## config.mk

```make
export PLATFORM = sky130hd
export DESIGN_NAME = qep_top
export DESIGN_NICKNAME = d
export VERILOG_FILES = /design/src/hdl/qep_pkg.sv /design/src/hdl/qep_top.sv
export SDC_FILE = /design/constraint.sdc
export NUM_CORES = 1
export LEC_CHECK = 0
export BUFFER_PORTS_ARGS = -buffer_cell sky130_fd_sc_hd__buf_4
export CAP_MARGIN = 20
export CORE_ASPECT_RATIO = 0.9
export CORE_MARGIN = 4
export CORE_UTILIZATION = 44
export CTS_BUF_LIST = sky130_fd_sc_hd__clkbuf_8
export DETAILED_ROUTE_END_ITERATION = 12
export PLACE_DENSITY = 0.89
export RECOVER_POWER = 100
export SYNTH_ARGS = -nofsm -noshare
export SYNTH_HDL_FRONTEND = slang
export SYNTH_SLANG_ARGS = --single-unit
```

## constraint.sdc

```tcl
create_clock -name clk -period 1.8 [get_ports clk]
set_input_delay 0.36 -clock clk [delete_from_list [all_inputs] [get_ports clk]]
set_output_delay 0.36 -clock clk [all_outputs]
set_load 0.01 [all_outputs]
```

## src/hdl/qep_pkg.sv

```systemverilog
// Overview of operation
// RULE1 - Bits 9, 8 stop dequeue instances 2, 1
// RULE2 - Bit 7 stops transmit statistics update process
// RULE3 - Software writes zero to reserved bit 6
// RULE4 - Bit 5 stops multicast replication instance 2
// RULE5 - Bit 4 stops multicast instances 1 and 3
// RULE6 - Bit 3 stops enqueue instance 4, port 3
// RULE7 - Bit 2 stops enqueue instance 3, port 2
// RULE8 - Bits 1, 0 stop enqueue instances 2, 1
// RULE9 - Health flags read-only, word 2A, reset zero
// RULE10 - Bit 31 flags even parity on last read
// RULE11 - Bit 30 set unless start every 118 clocks
// RULE12 - Bits 29 to 27 always read zero
// RULE13 - Bit 26 flags VCI bit above configured width
// RULE14 - Bit 25 flags illegal transmit group counters
// RULE15 - Bit 24 flags illegal receive group counters
// RULE16 - Bits 23..21 flag negative transmit group depths
// RULE17 - Bit 20 flags negative total transmit depth
// RULE18 - Software resets device after fatal flags
// RULE19 - Bit 10 stops dequeue instance 3
// RULE20 - Flags follow condition; reads clear nothing
`default_nettype none
package qep_pkg;
  // ==========================================================
  // Register map
  localparam logic [7:0]  HEALTH_IDX   = 8'h2A;
  localparam logic [7:0]  CONTROL_IDX  = 8'h2B;
  localparam logic [31:0] CONTROL_RST  = 32'h0000_0000;
  localparam logic [31:0] HEALTH_RST   = 32'h0000_0000;
  localparam logic [31:0] CONTROL_MASK = 32'h0000_07BF;
  localparam logic [1:0]  RESP_OKAY    = 2'h0;
  localparam logic [1:0]  RESP_SLVERR  = 2'h2;
  // ==========================================================
  // Control field positions
  localparam int ENQ1_BIT  = 0;
  localparam int ENQ2_BIT  = 1;
  localparam int ENQ3_BIT  = 2;
  localparam int ENQ4_BIT  = 3;
  localparam int MC13_BIT  = 4;
  localparam int MC2_BIT   = 5;
  localparam int STAT_BIT  = 7;
  localparam int DEQ1_BIT  = 8;
  localparam int DEQ2_BIT  = 9;
  localparam int DEQ3_BIT  = 10;
  // ==========================================================
  // Health field positions
  localparam int PAR_BIT   = 31;
  localparam int SYNC_BIT  = 30;
  localparam int VCI_BIT   = 26;
  localparam int TXG_BIT   = 25;
  localparam int RXG_BIT   = 24;
  localparam int TX12_BIT  = 23;
  localparam int TX8_BIT   = 22;
  localparam int TX4_BIT   = 21;
  localparam int TXD_BIT   = 20;
  // ==========================================================
  // Fabric timing
  localparam int CELL_PERIOD = 118;
endpackage : qep_pkg
`default_nettype wire

```

## src/hdl/qep_top.sv

```systemverilog
// Register access over AXI4-Lite was chosen for this implementation.
`timescale 1ns/1ps
`default_nettype none
module qep_top #(
  parameter int CNT_W = 16
) (
  input  wire logic        clk,
  input  wire logic        rst_n,
  input  wire logic [31:0] s_axi_awaddr,
  input  wire logic        s_axi_awvalid,
  output var  logic        s_axi_awready,
  input  wire logic [31:0] s_axi_wdata,
  input  wire logic [3:0]  s_axi_wstrb,
  input  wire logic        s_axi_wvalid,
  output var  logic        s_axi_wready,
  output var  logic [1:0]  s_axi_bresp,
  output var  logic        s_axi_bvalid,
  input  wire logic        s_axi_bready,
  input  wire logic [31:0] s_axi_araddr,
  input  wire logic        s_axi_arvalid,
  output var  logic        s_axi_arready,
  output var  logic [31:0] s_axi_rdata,
  output var  logic [1:0]  s_axi_rresp,
  output var  logic        s_axi_rvalid,
  input  wire logic        s_axi_rready,
  input  wire logic        cell_ram_rd_valid,
  input  wire logic        cell_ram_rd_parity,
  input  wire logic        fabric_clock,
  input  wire logic        rx_cell_start,
  input  wire logic        cell_rx_valid,
  input  wire logic        cell_per_vc,
  input  wire logic [15:0] cell_vci,
  input  wire logic [3:0]  vci_width_setting,
  input  wire logic [CNT_W-1:0] tx_cnt_low12,
  input  wire logic [CNT_W-1:0] tx_cnt_low4,
  input  wire logic [CNT_W-1:0] rx_cnt_low48,
  input  wire logic [CNT_W-1:0] rx_cnt_low16,
  input  wire logic        tx_grp12_depth_negative,
  input  wire logic        tx_grp8_depth_negative,
  input  wire logic        tx_grp4_depth_negative,
  input  wire logic        tx_total_depth_negative,
  output var  logic        dequeue_inst1_off,
  output var  logic        dequeue_inst2_off,
  output var  logic        dequeue_inst3_off,
  output var  logic        stats_update_off,
  output var  logic        mcast_repl_inst2_off,
  output var  logic        mcast_repl_inst13_off,
  output var  logic        enqueue_inst1_off,
  output var  logic        enqueue_inst2_off,
  output var  logic        enqueue_inst3_off,
  output var  logic        enqueue_inst4_off
);

  // ==========================================================
  // State
  typedef struct packed {
    logic [1:0]  fc_sync;
    logic [1:0]  cs_sync;
    logic        fc_last;
    logic        cs_last;
    logic [7:0]  period;
    logic        started;
    logic [31:0] control;
    logic [31:0] health;
    logic        aw_held;
    logic [7:0]  aw_idx;
    logic        w_held;
    logic [31:0] w_data;
    logic [3:0]  w_strb;
    logic        bvalid;
    logic [1:0]  bresp;
    logic        rvalid;
    logic [31:0] rdata;
    logic [1:0]  rresp;
    logic        aw_rdy;
    logic        w_rdy;
    logic        ar_rdy;
  } qep_state_t;

  qep_state_t st;
  qep_state_t next_st;

  // Word index from a byte address; unaligned high bits must be zero
  function automatic logic [8:0] qep_decode(input logic [31:0] a);
    qep_decode = {(a[31:10] == 22'h0 && a[1:0] == 2'h0), a[9:2]};
  endfunction : qep_decode

  // Byte-lane merge of write data
  function automatic logic [31:0] qep_merge(input logic [31:0] old,
                                            input logic [31:0] nw,
                                            input logic [3:0]  be);
    logic [31:0] r;
    r = old;
    for (int i = 0; i < 4; i++) begin
      if (be[i]) begin
        r[i*8 +: 8] = nw[i*8 +: 8];
      end
    end
    qep_merge = r;
  endfunction : qep_merge

  logic fc_rise;
  logic cs_rise;
  logic vci_excess;
  logic [15:0] vci_limit;
  logic [8:0]  wdec;
  logic [8:0]  rdec;

  // ==========================================================
  // Next-state logic
  always_comb begin
    next_st = st;
    next_st.fc_sync = {st.fc_sync[0], fabric_clock};
    next_st.cs_sync = {st.cs_sync[0], rx_cell_start};
    next_st.fc_last = st.fc_sync[1];
    next_st.cs_last = st.cs_sync[1];
    fc_rise = st.fc_sync[1] & ~st.fc_last;
    cs_rise = st.cs_sync[1] & ~st.cs_last;
    vci_limit  = 16'hFFFF >> (5'h10 - {1'b0, vci_width_setting});
    vci_excess = |(cell_vci & ~vci_limit);
    wdec = qep_decode(s_axi_awaddr);
    rdec = qep_decode(s_axi_araddr);

    // Fabric clock edges counted between cell starts
    if (fc_rise && !cs_rise) begin
      if (st.period != 8'hFF) begin
        next_st.period = st.period + 8'h01;
      end
      // A start missing past the full interval is a loss of sync
      if (st.started && st.period >= 8'(qep_pkg::CELL_PERIOD)) begin
        next_st.health[qep_pkg::SYNC_BIT] = 1'b1; // [RULE11]
      end
    end
    // A start judges the finished interval, then opens a new one
    if (cs_rise) begin
      next_st.period  = fc_rise ? 8'h01 : 8'h00;
      next_st.started = 1'b1;
      next_st.health[qep_pkg::SYNC_BIT] = st.started &&
        (st.period != 8'(qep_pkg::CELL_PERIOD)); // [RULE11]
    end

    // Parity of last cell RAM read; even means error
    if (cell_ram_rd_valid) begin
      next_st.health[qep_pkg::PAR_BIT] = ~cell_ram_rd_parity; // [RULE10]
    end
    // Unused VCI bit on the latest received cell, flagged only when it is per-VC
    if (cell_rx_valid) begin
      next_st.health[qep_pkg::VCI_BIT] = cell_per_vc & vci_excess; // [RULE13]
    end
    // Live condition flags follow their inputs [RULE20]
    next_st.health[qep_pkg::TXG_BIT] = (tx_cnt_low12 == '0) &&
                                       (tx_cnt_low4 != '0); // [RULE14]
    next_st.health[qep_pkg::RXG_BIT] = (rx_cnt_low48 == '0) &&
                                       (rx_cnt_low16 != '0); // [RULE15]
    next_st.health[qep_pkg::TX12_BIT] = tx_grp12_depth_negative; // [RULE16]
    next_st.health[qep_pkg::TX8_BIT]  = tx_grp8_depth_negative;  // [RULE16]
    next_st.health[qep_pkg::TX4_BIT]  = tx_grp4_depth_negative;  // [RULE16]
    next_st.health[qep_pkg::TXD_BIT]  = tx_total_depth_negative; // [RULE17]
    next_st.health[29:27] = 3'h0; // [RULE12]
    next_st.health[19:0]  = 20'h0;

    // Write address and data captured in either order
    if (s_axi_awvalid && !st.aw_held) begin
      next_st.aw_held = 1'b1;
      next_st.aw_idx  = wdec[8] ? wdec[7:0] : 8'hFF;
    end
    if (s_axi_wvalid && !st.w_held) begin
      next_st.w_held = 1'b1;
      next_st.w_data = s_axi_wdata;
      next_st.w_strb = s_axi_wstrb;
    end
    // Write commit; health is read-only so writes there fail
    if (st.aw_held && st.w_held && !st.bvalid) begin
      next_st.aw_held = 1'b0;
      next_st.w_held  = 1'b0;
      next_st.bvalid  = 1'b1;
      if (st.aw_idx == qep_pkg::CONTROL_IDX) begin
        next_st.control = qep_merge(st.control, st.w_data, st.w_strb)
                          & qep_pkg::CONTROL_MASK; // [RULE3]
        next_st.bresp   = qep_pkg::RESP_OKAY;
      end else begin
        next_st.bresp   = qep_pkg::RESP_SLVERR; // [RULE9]
      end
    end
    if (st.bvalid && s_axi_bready) begin
      next_st.bvalid = 1'b0;
    end

    // Read path; no read side effects [RULE20]
    if (s_axi_arvalid && !st.rvalid) begin
      next_st.rvalid = 1'b1;
      next_st.rresp  = qep_pkg::RESP_OKAY;
      if (rdec[8] && rdec[7:0] == qep_pkg::HEALTH_IDX) begin
        next_st.rdata = st.health; // [RULE9]
      end else if (rdec[8] && rdec[7:0] == qep_pkg::CONTROL_IDX) begin
        next_st.rdata = st.control;
      end else begin
        next_st.rdata = 32'h0000_0000;
        next_st.rresp = qep_pkg::RESP_SLVERR;
      end
    end else if (st.rvalid && s_axi_rready) begin
      next_st.rvalid = 1'b0;
    end

    // Readies kept in flops so no output leaves through a gate
    next_st.aw_rdy = ~next_st.aw_held;
    next_st.w_rdy  = ~next_st.w_held;
    next_st.ar_rdy = ~next_st.rvalid;
  end

  // ==========================================================
  // State register
  always_ff @(posedge clk or negedge rst_n) begin
    if (!rst_n) begin
      st         <= '0;
      st.control <= qep_pkg::CONTROL_RST;
      st.health  <= qep_pkg::HEALTH_RST; // [RULE9]
      st.aw_rdy  <= 1'b1;
      st.w_rdy   <= 1'b1;
      st.ar_rdy  <= 1'b1;
    end else begin
      st <= next_st;
    end
  end

  // ==========================================================
  // Outputs
  assign s_axi_awready = st.aw_rdy;
  assign s_axi_wready  = st.w_rdy;
  assign s_axi_bvalid  = st.bvalid;
  assign s_axi_bresp   = st.bresp;
  assign s_axi_arready = st.ar_rdy;
  assign s_axi_rvalid = st.rvalid;
  assign s_axi_rdata  = st.rdata;
  assign s_axi_rresp  = st.rresp;
  // Process stop controls
  assign dequeue_inst1_off     = st.control[qep_pkg::DEQ1_BIT]; // [RULE1]
  assign dequeue_inst2_off     = st.control[qep_pkg::DEQ2_BIT]; // [RULE1]
  assign dequeue_inst3_off     = st.control[qep_pkg::DEQ3_BIT]; // [RULE19]
  assign stats_update_off      = st.control[qep_pkg::STAT_BIT]; // [RULE2]
  assign mcast_repl_inst2_off  = st.control[qep_pkg::MC2_BIT];  // [RULE4]
  assign mcast_repl_inst13_off = st.control[qep_pkg::MC13_BIT]; // [RULE5]
  assign enqueue_inst4_off     = st.control[qep_pkg::ENQ4_BIT]; // [RULE6]
  assign enqueue_inst3_off     = st.control[qep_pkg::ENQ3_BIT]; // [RULE7]
  assign enqueue_inst2_off     = st.control[qep_pkg::ENQ2_BIT]; // [RULE8]
  assign enqueue_inst1_off     = st.control[qep_pkg::ENQ1_BIT]; // [RULE8]

  // ==========================================================
  // Checks
  chk_ctl_drives_off: assert property ( // [RULE6]
    @(posedge clk) disable iff (!rst_n)
    enqueue_inst4_off == st.control[3] && dequeue_inst1_off == st.control[8])
    else $error("control bit not on stop output");

  chk_health_unused: assert property ( // [RULE12]
    @(posedge clk) disable iff (!rst_n)
    st.health[29:27] == 3'h0)
    else $error("unused health bits not zero");

  chk_txneg_follows: assert property ( // [RULE17]
    @(posedge clk) disable iff (!rst_n)
    ##1 st.health[20] == $past(tx_total_depth_negative))
    else $error("total depth flag does not follow");

  chk_grp_follows: assert property ( // [RULE16]
    @(posedge clk) disable iff (!rst_n)
    ##1 st.health[23] == $past(tx_grp12_depth_negative))
    else $error("group12 flag does not follow");

  chk_txg_illegal: assert property ( // [RULE14]
    @(posedge clk) disable iff (!rst_n)
    (tx_cnt_low12 == '0 && tx_cnt_low4 != '0) |=> st.health[25])
    else $error("tx group illegal not flagged");

  chk_rxg_illegal: assert property ( // [RULE15]
    @(posedge clk) disable iff (!rst_n)
    (rx_cnt_low48 != '0) |=> !st.health[24])
    else $error("rx group flagged while legal");

  chk_parity_even: assert property ( // [RULE10]
    @(posedge clk) disable iff (!rst_n)
    (cell_ram_rd_valid && !cell_ram_rd_parity) |=> st.health[31])
    else $error("even parity not flagged");

  chk_health_ro: assert property ( // [RULE9]
    @(posedge clk) disable iff (!rst_n)
    (st.aw_held && st.w_held && !st.bvalid &&
     st.aw_idx == qep_pkg::HEALTH_IDX) |=> s_axi_bresp == 2'h2)
    else $error("health write accepted");

  chk_read_stable: assert property ( // [RULE20]
    @(posedge clk) disable iff (!rst_n)
    (s_axi_rvalid && !s_axi_rready) |=> s_axi_rvalid && $stable(s_axi_rdata))
    else $error("read data dropped early");

  chk_ctl_reserved: assert property ( // [RULE3]
    @(posedge clk) disable iff (!rst_n)
    st.control[6] == 1'b0 && st.control[31:11] == 21'h0)
    else $error("reserved control bit set");

  chk_ready_mirror: assert property ( // [RULE9]
    @(posedge clk) disable iff (!rst_n)
    s_axi_awready == !st.aw_held && s_axi_wready == !st.w_held &&
    s_axi_arready == !st.rvalid)
    else $error("bus ready does not match hold state");

  chk_deq12_off: assert property ( // [RULE1]
    @(posedge clk) disable iff (!rst_n)
    dequeue_inst2_off == st.control[9] && dequeue_inst1_off == st.control[8])
    else $error("dequeue stop output wrong");

  chk_sync_overrun: assert property ( // [RULE11]
    @(posedge clk) disable iff (!rst_n)
    (fc_rise && !cs_rise && st.started &&
     st.period >= 8'(qep_pkg::CELL_PERIOD)) |=> st.health[30])
    else $error("late cell start not flagged");

  chk_sync_good: assert property ( // [RULE11]
    @(posedge clk) disable iff (!rst_n)
    (cs_rise && st.started && st.period == 8'(qep_pkg::CELL_PERIOD))
    |=> !st.health[30])
    else $error("correct cell interval still flagged");

  chk_parity_odd: assert property ( // [RULE10]
    @(posedge clk) disable iff (!rst_n)
    (cell_ram_rd_valid && cell_ram_rd_parity) |=> !st.health[31])
    else $error("odd parity flagged");

  chk_rxg_flag: assert property ( // [RULE15]
    @(posedge clk) disable iff (!rst_n)
    (rx_cnt_low48 == '0 && rx_cnt_low16 != '0) |=> st.health[24])
    else $error("rx group illegal not flagged");

  chk_stat_off: assert property ( // [RULE2]
    @(posedge clk) disable iff (!rst_n)
    stats_update_off == st.control[7] &&
    mcast_repl_inst2_off == st.control[5])
    else $error("statistics or multicast stop wrong");

  chk_deq3_off: assert property ( // [RULE19]
    @(posedge clk) disable iff (!rst_n)
    dequeue_inst3_off == st.control[10])
    else $error("third dequeue stop wrong");

  chk_enq_low: assert property ( // [RULE8]
    @(posedge clk) disable iff (!rst_n)
    enqueue_inst1_off == st.control[0] && enqueue_inst2_off == st.control[1])
    else $error("low enqueue stop wrong");
endmodule : qep_top
`default_nettype wire

```

==> metrics.md <==
| Metric | Value |
|---|---|
| Vias in the first global route | `4,001` |
| GP Congestion | `0.830` |
| Final period utilization | `94.9%` |
| Yosys cell types | `between 50 and 60` |
| Die Ht | `99.0 microns` |
| Reg2Reg Launch Point | `st[153]$_DFFE_PN0P_` |
| R2R cell count | `5` |
| Max Cap Viol | `0` |
| Clock Skew | `0.0145 ns` |
| Post-DR vias/cell | `5.12` |
| Post-synth top area share | `48.9%` |
| Clock latency on the worst-skew pair | `0.35 ns` |
| Async SR Flop Fraction | `100%` |
| #FFs+latches synth | `82` |
| Worst min path class | `primary input to register` |
| CP Data Required Time | `2.03 ns` |
| I/O Pins | `252` |
| Max Slew Vio Count | `0` |
| CP arrival | `1.94 ns` |
| Hold slack | `about 0.14 ns` |
| FILL cells | `732` |
| Final hold vios | `0` |
| # diodes | `0` |
| Post-synthesis sequential area ratio | `50.8%` |
| Slew @ Worst Pin | `0.682 ns` |
| Final nets | `806` |
| Finish-stage setup viols | `0` |
| VDD IR max | `0.425 mV` |
| TritonCTS buffer count | `9` |
| Largest net degree at the start of global routing | `39` |
| Clk buf depth | `2` |
| Cell count of the worst hold path | `1` |
| Post-DRT Antenna Nets | `0` |
| Post-synth EDFFs | `0` |
| Routed WL | `around 11,000 microns` |
| Leading post-synthesis cells by cell area | `dfrtp_1 49%, buf_4 6.9%, mux2_2 6.1%, nand2_1 4.6%, nor4_1 4.2%` |
| Minimum clock period | `1.71 ns` |
| DR vias | `between 3,000 and 4,000` |
| Initial drt markers | `125` |
| Initial Util | `46.1%` |
| Design Power | `between 4 and 5 mW` |
| Cell area after synthesis | `between 4000 and 5000 sq um` |
| Status | `complete, no violations` |
| CTS tree | `yes` |
| Reg clk slew, reported paths | `0.09 ns` |
| Setup Buffers After CTS | `0` |
| CP Capture Type | `register` |
| Hold path start | `tx_total_depth_negative` |
| Port Buf Inserts | `212` |
| Area of the core | `8770 sq um` |
| Synthesized instance count | `slightly below 400` |
| FP Rows | `32` |
| Pleak | `2.64 nW` |
| Initial antenna violation count | `0` |
| Clock sinks | `82` |
| Worst setup path class | `register to register` |
| Post-DP HPWL | `9110 microns` |
| All-Layer GR Usage | `20.7%` |
| Detailed Routing Iterations Pass 1 | `4` |
| Clk root buf | `clkbuf_8` |
| Relative slew slack | `around 55%` |
| Detailed-route DRC error count | `0` |
| Synth Flop Type | `dfrtp_1` |
| Reg2reg setup slack | `0.09 ns` |
| Clock H-tree levels | `3` |
| Remaining Overflow, GRT | `0` |
| Layout area overhead | `40.3%` |
| Layout cell share with drive strength beyond 1 | `40.2%` |
| Hold EP | `st[107]$_DFF_PN0_` |
| Die area | `10,800 sq um` |
| First-pass GRT wire length | `roughly 18,000 microns` |
| Critical-path maximum fanout | `7` |
| Leading area contributor after synthesis | `dfrtp_1` |
| Synth warnings | `0` |
| R2R Path End | `st[152]$_DFFE_PN0P_` |
| Routed len/inst | `15.5 microns` |
| Die Wd | `109 microns` |
| Startpoint Class | `register` |
| Fin Setup TNS | `0 ns` |
| Syn avg cell area | `just over 10 sq um` |
| Power per Cell Area | `804 nW/um^2` |
| Fmax | `585 MHz` |
state kept, by name, indices dropped and copies added, names as in the netlist:
signal                 flops
enqueue_inst3_off          1
dequeue_inst2_off          1
stats_update_off           1
s_axi_wready               1
s_axi_bvalid               1
s_axi_bresp                1
enqueue_inst1_off          1
enqueue_inst4_off          1
s_axi_rresp                1
next_st                    4
mcast_repl_inst13_off      1
s_axi_rvalid               1
s_axi_arready              1
enqueue_inst2_off          1
dequeue_inst1_off          1
mcast_repl_inst2_off       1
st                        42
s_axi_rdata               19
dequeue_inst3_off          1
s_axi_awready              1
worst max-delay path, stage by stage, from the launching register on:
cell     delay (ns)
dfrtp_1        0.44
ha_2           0.26
nand3_1        0.11
o31a_4         0.35
and2_0         0.18
a221o_1        0.26
power by group:
group          switching (mW)  internal [mW]  leakage [nW]
Combinational           0.419          0.517          1.53
Clock                   0.693          0.699         0.109
Sequential              0.135           2.10          1.01
Total                    1.25           3.31          2.64
layout make-up:
cell class	instances	area [sq um]	area share, %
tap	119	149	2.62
timing repair buffer	226	1570	27.6
sequential	82	2060	36.2
multi-input combinational	266	1640	28.8
inverter	15	56.3	0.992
clock buffer	10	138	2.43
clock inverter	6	72.6	1.28
cells by family (layout without fill, tap and decap cells):
group | Yosys count | count (layout) | share of synthesized area, %
multiplexers | 25 | 25 | 6.87
buffers and inverters | 62 | 257 | 9.46
AO/OA/AOI/OAI | 65 | 65 | 10.3
flip-flops | 82 | 82 | 50.8
other | 1 | 15 | 0.0927
XOR/XNOR | 5 | 5 | 1.08
AND/OR/NAND/NOR | 151 | 151 | 19.8
adder cells (fa/ha/maj) | 5 | 5 | 1.55
cells in the mapped netlist (3+ instances only):
library cell,number
nor4_2,3
clkbuf_1,6
nor2b_1,6
ha_1,5
nand2_1,50
dfrtp_1,79
o21ai_1,5
nor2_1,26
dfstp_2,3
nand4_1,6
nor3_1,3
or2_2,3
xor2_1,3
nand3_1,7
nor4_1,27
buf_4,37
buf_2,3
mux2_2,22
mux2i_1,3
o21ai_0,26
a21oi_1,14
inv_1,15
layout by cell type, fill, tap and decap left out, drive strengths merged, types with 3 or more instances in the layout:
| cell type | count |
|---|---|
| buf | 176 |
| dfrtp | 79 |
| clkbuf | 59 |
| nand2 | 51 |
| o21ai | 31 |
| nor4 | 30 |
| nor2 | 28 |
| mux2 | 22 |
| inv | 18 |
| conb | 15 |
| a21oi | 15 |
| nand3 | 8 |
| nor2b | 7 |
| nand4 | 6 |
| nor3 | 5 |
| ha | 5 |
| o31ai | 4 |
| xor2 | 3 |
| or2 | 3 |
| mux2i | 3 |
| dfstp | 3 |
worst max path at each step:
stage	startpoint	endpoint	slack, ns	depth (start not counted)
after floorplan	vci_width_setting[0]	st[113]$_DFFE_PN0P_	0.15	7
after detailed placement	vci_width_setting[1]	st[113]$_DFFE_PN0P_	-0.06	8
after global routing	st[153]$_DFFE_PN0P_	st[158]$_DFFE_PN0P_	-0.003	6
after global placement	vci_width_setting[0]	st[113]$_DFFE_PN0P_	-0.000004	7
final	st[153]$_DFFE_PN0P_	st[152]$_DFFE_PN0P_	0.09	5
after CTS	st[153]$_DFFE_PN0P_	st[152]$_DFFE_PN0P_	0.10	5
repair_timing:
item,4_1_cts,5_1_grt
setup endpoints to repair,0,2
hold buffers,1,0
hold endpoints to repair,24,0
gates resized for setup,0,1
through the flow:
| stage | cell area, sq um | setup slack (ns) | util (%) | std cells |
|---|---|---|---|---|
| after floorplan | 4100 | 0.146 | - | 410 |
| after global placement | 5620 | -0.00000377 | 64.1 | 707 |
| after detailed placement | 5620 | -0.0561 | 64.1 | 707 |
| after CTS | 5840 | 0.101 | 66.6 | 724 |
| after global routing | 5670 | -0.00292 | 64.7 | 724 |
| final | 5670 | 0.0912 | 64.7 | 724 |
per-layer routing:
layer | track usage (%) | vias up | routed length [microns]
met5 | 0 | - | 0
met2 | 38.6 | 190 | 5910
met3 | 4.78 | 21 | 924
li1 | - | 1755 | -
met1 | 22.5 | 1738 | 4180
met4 | 7.67 | 0 | 202
Power figures use the tool's default switching activity.
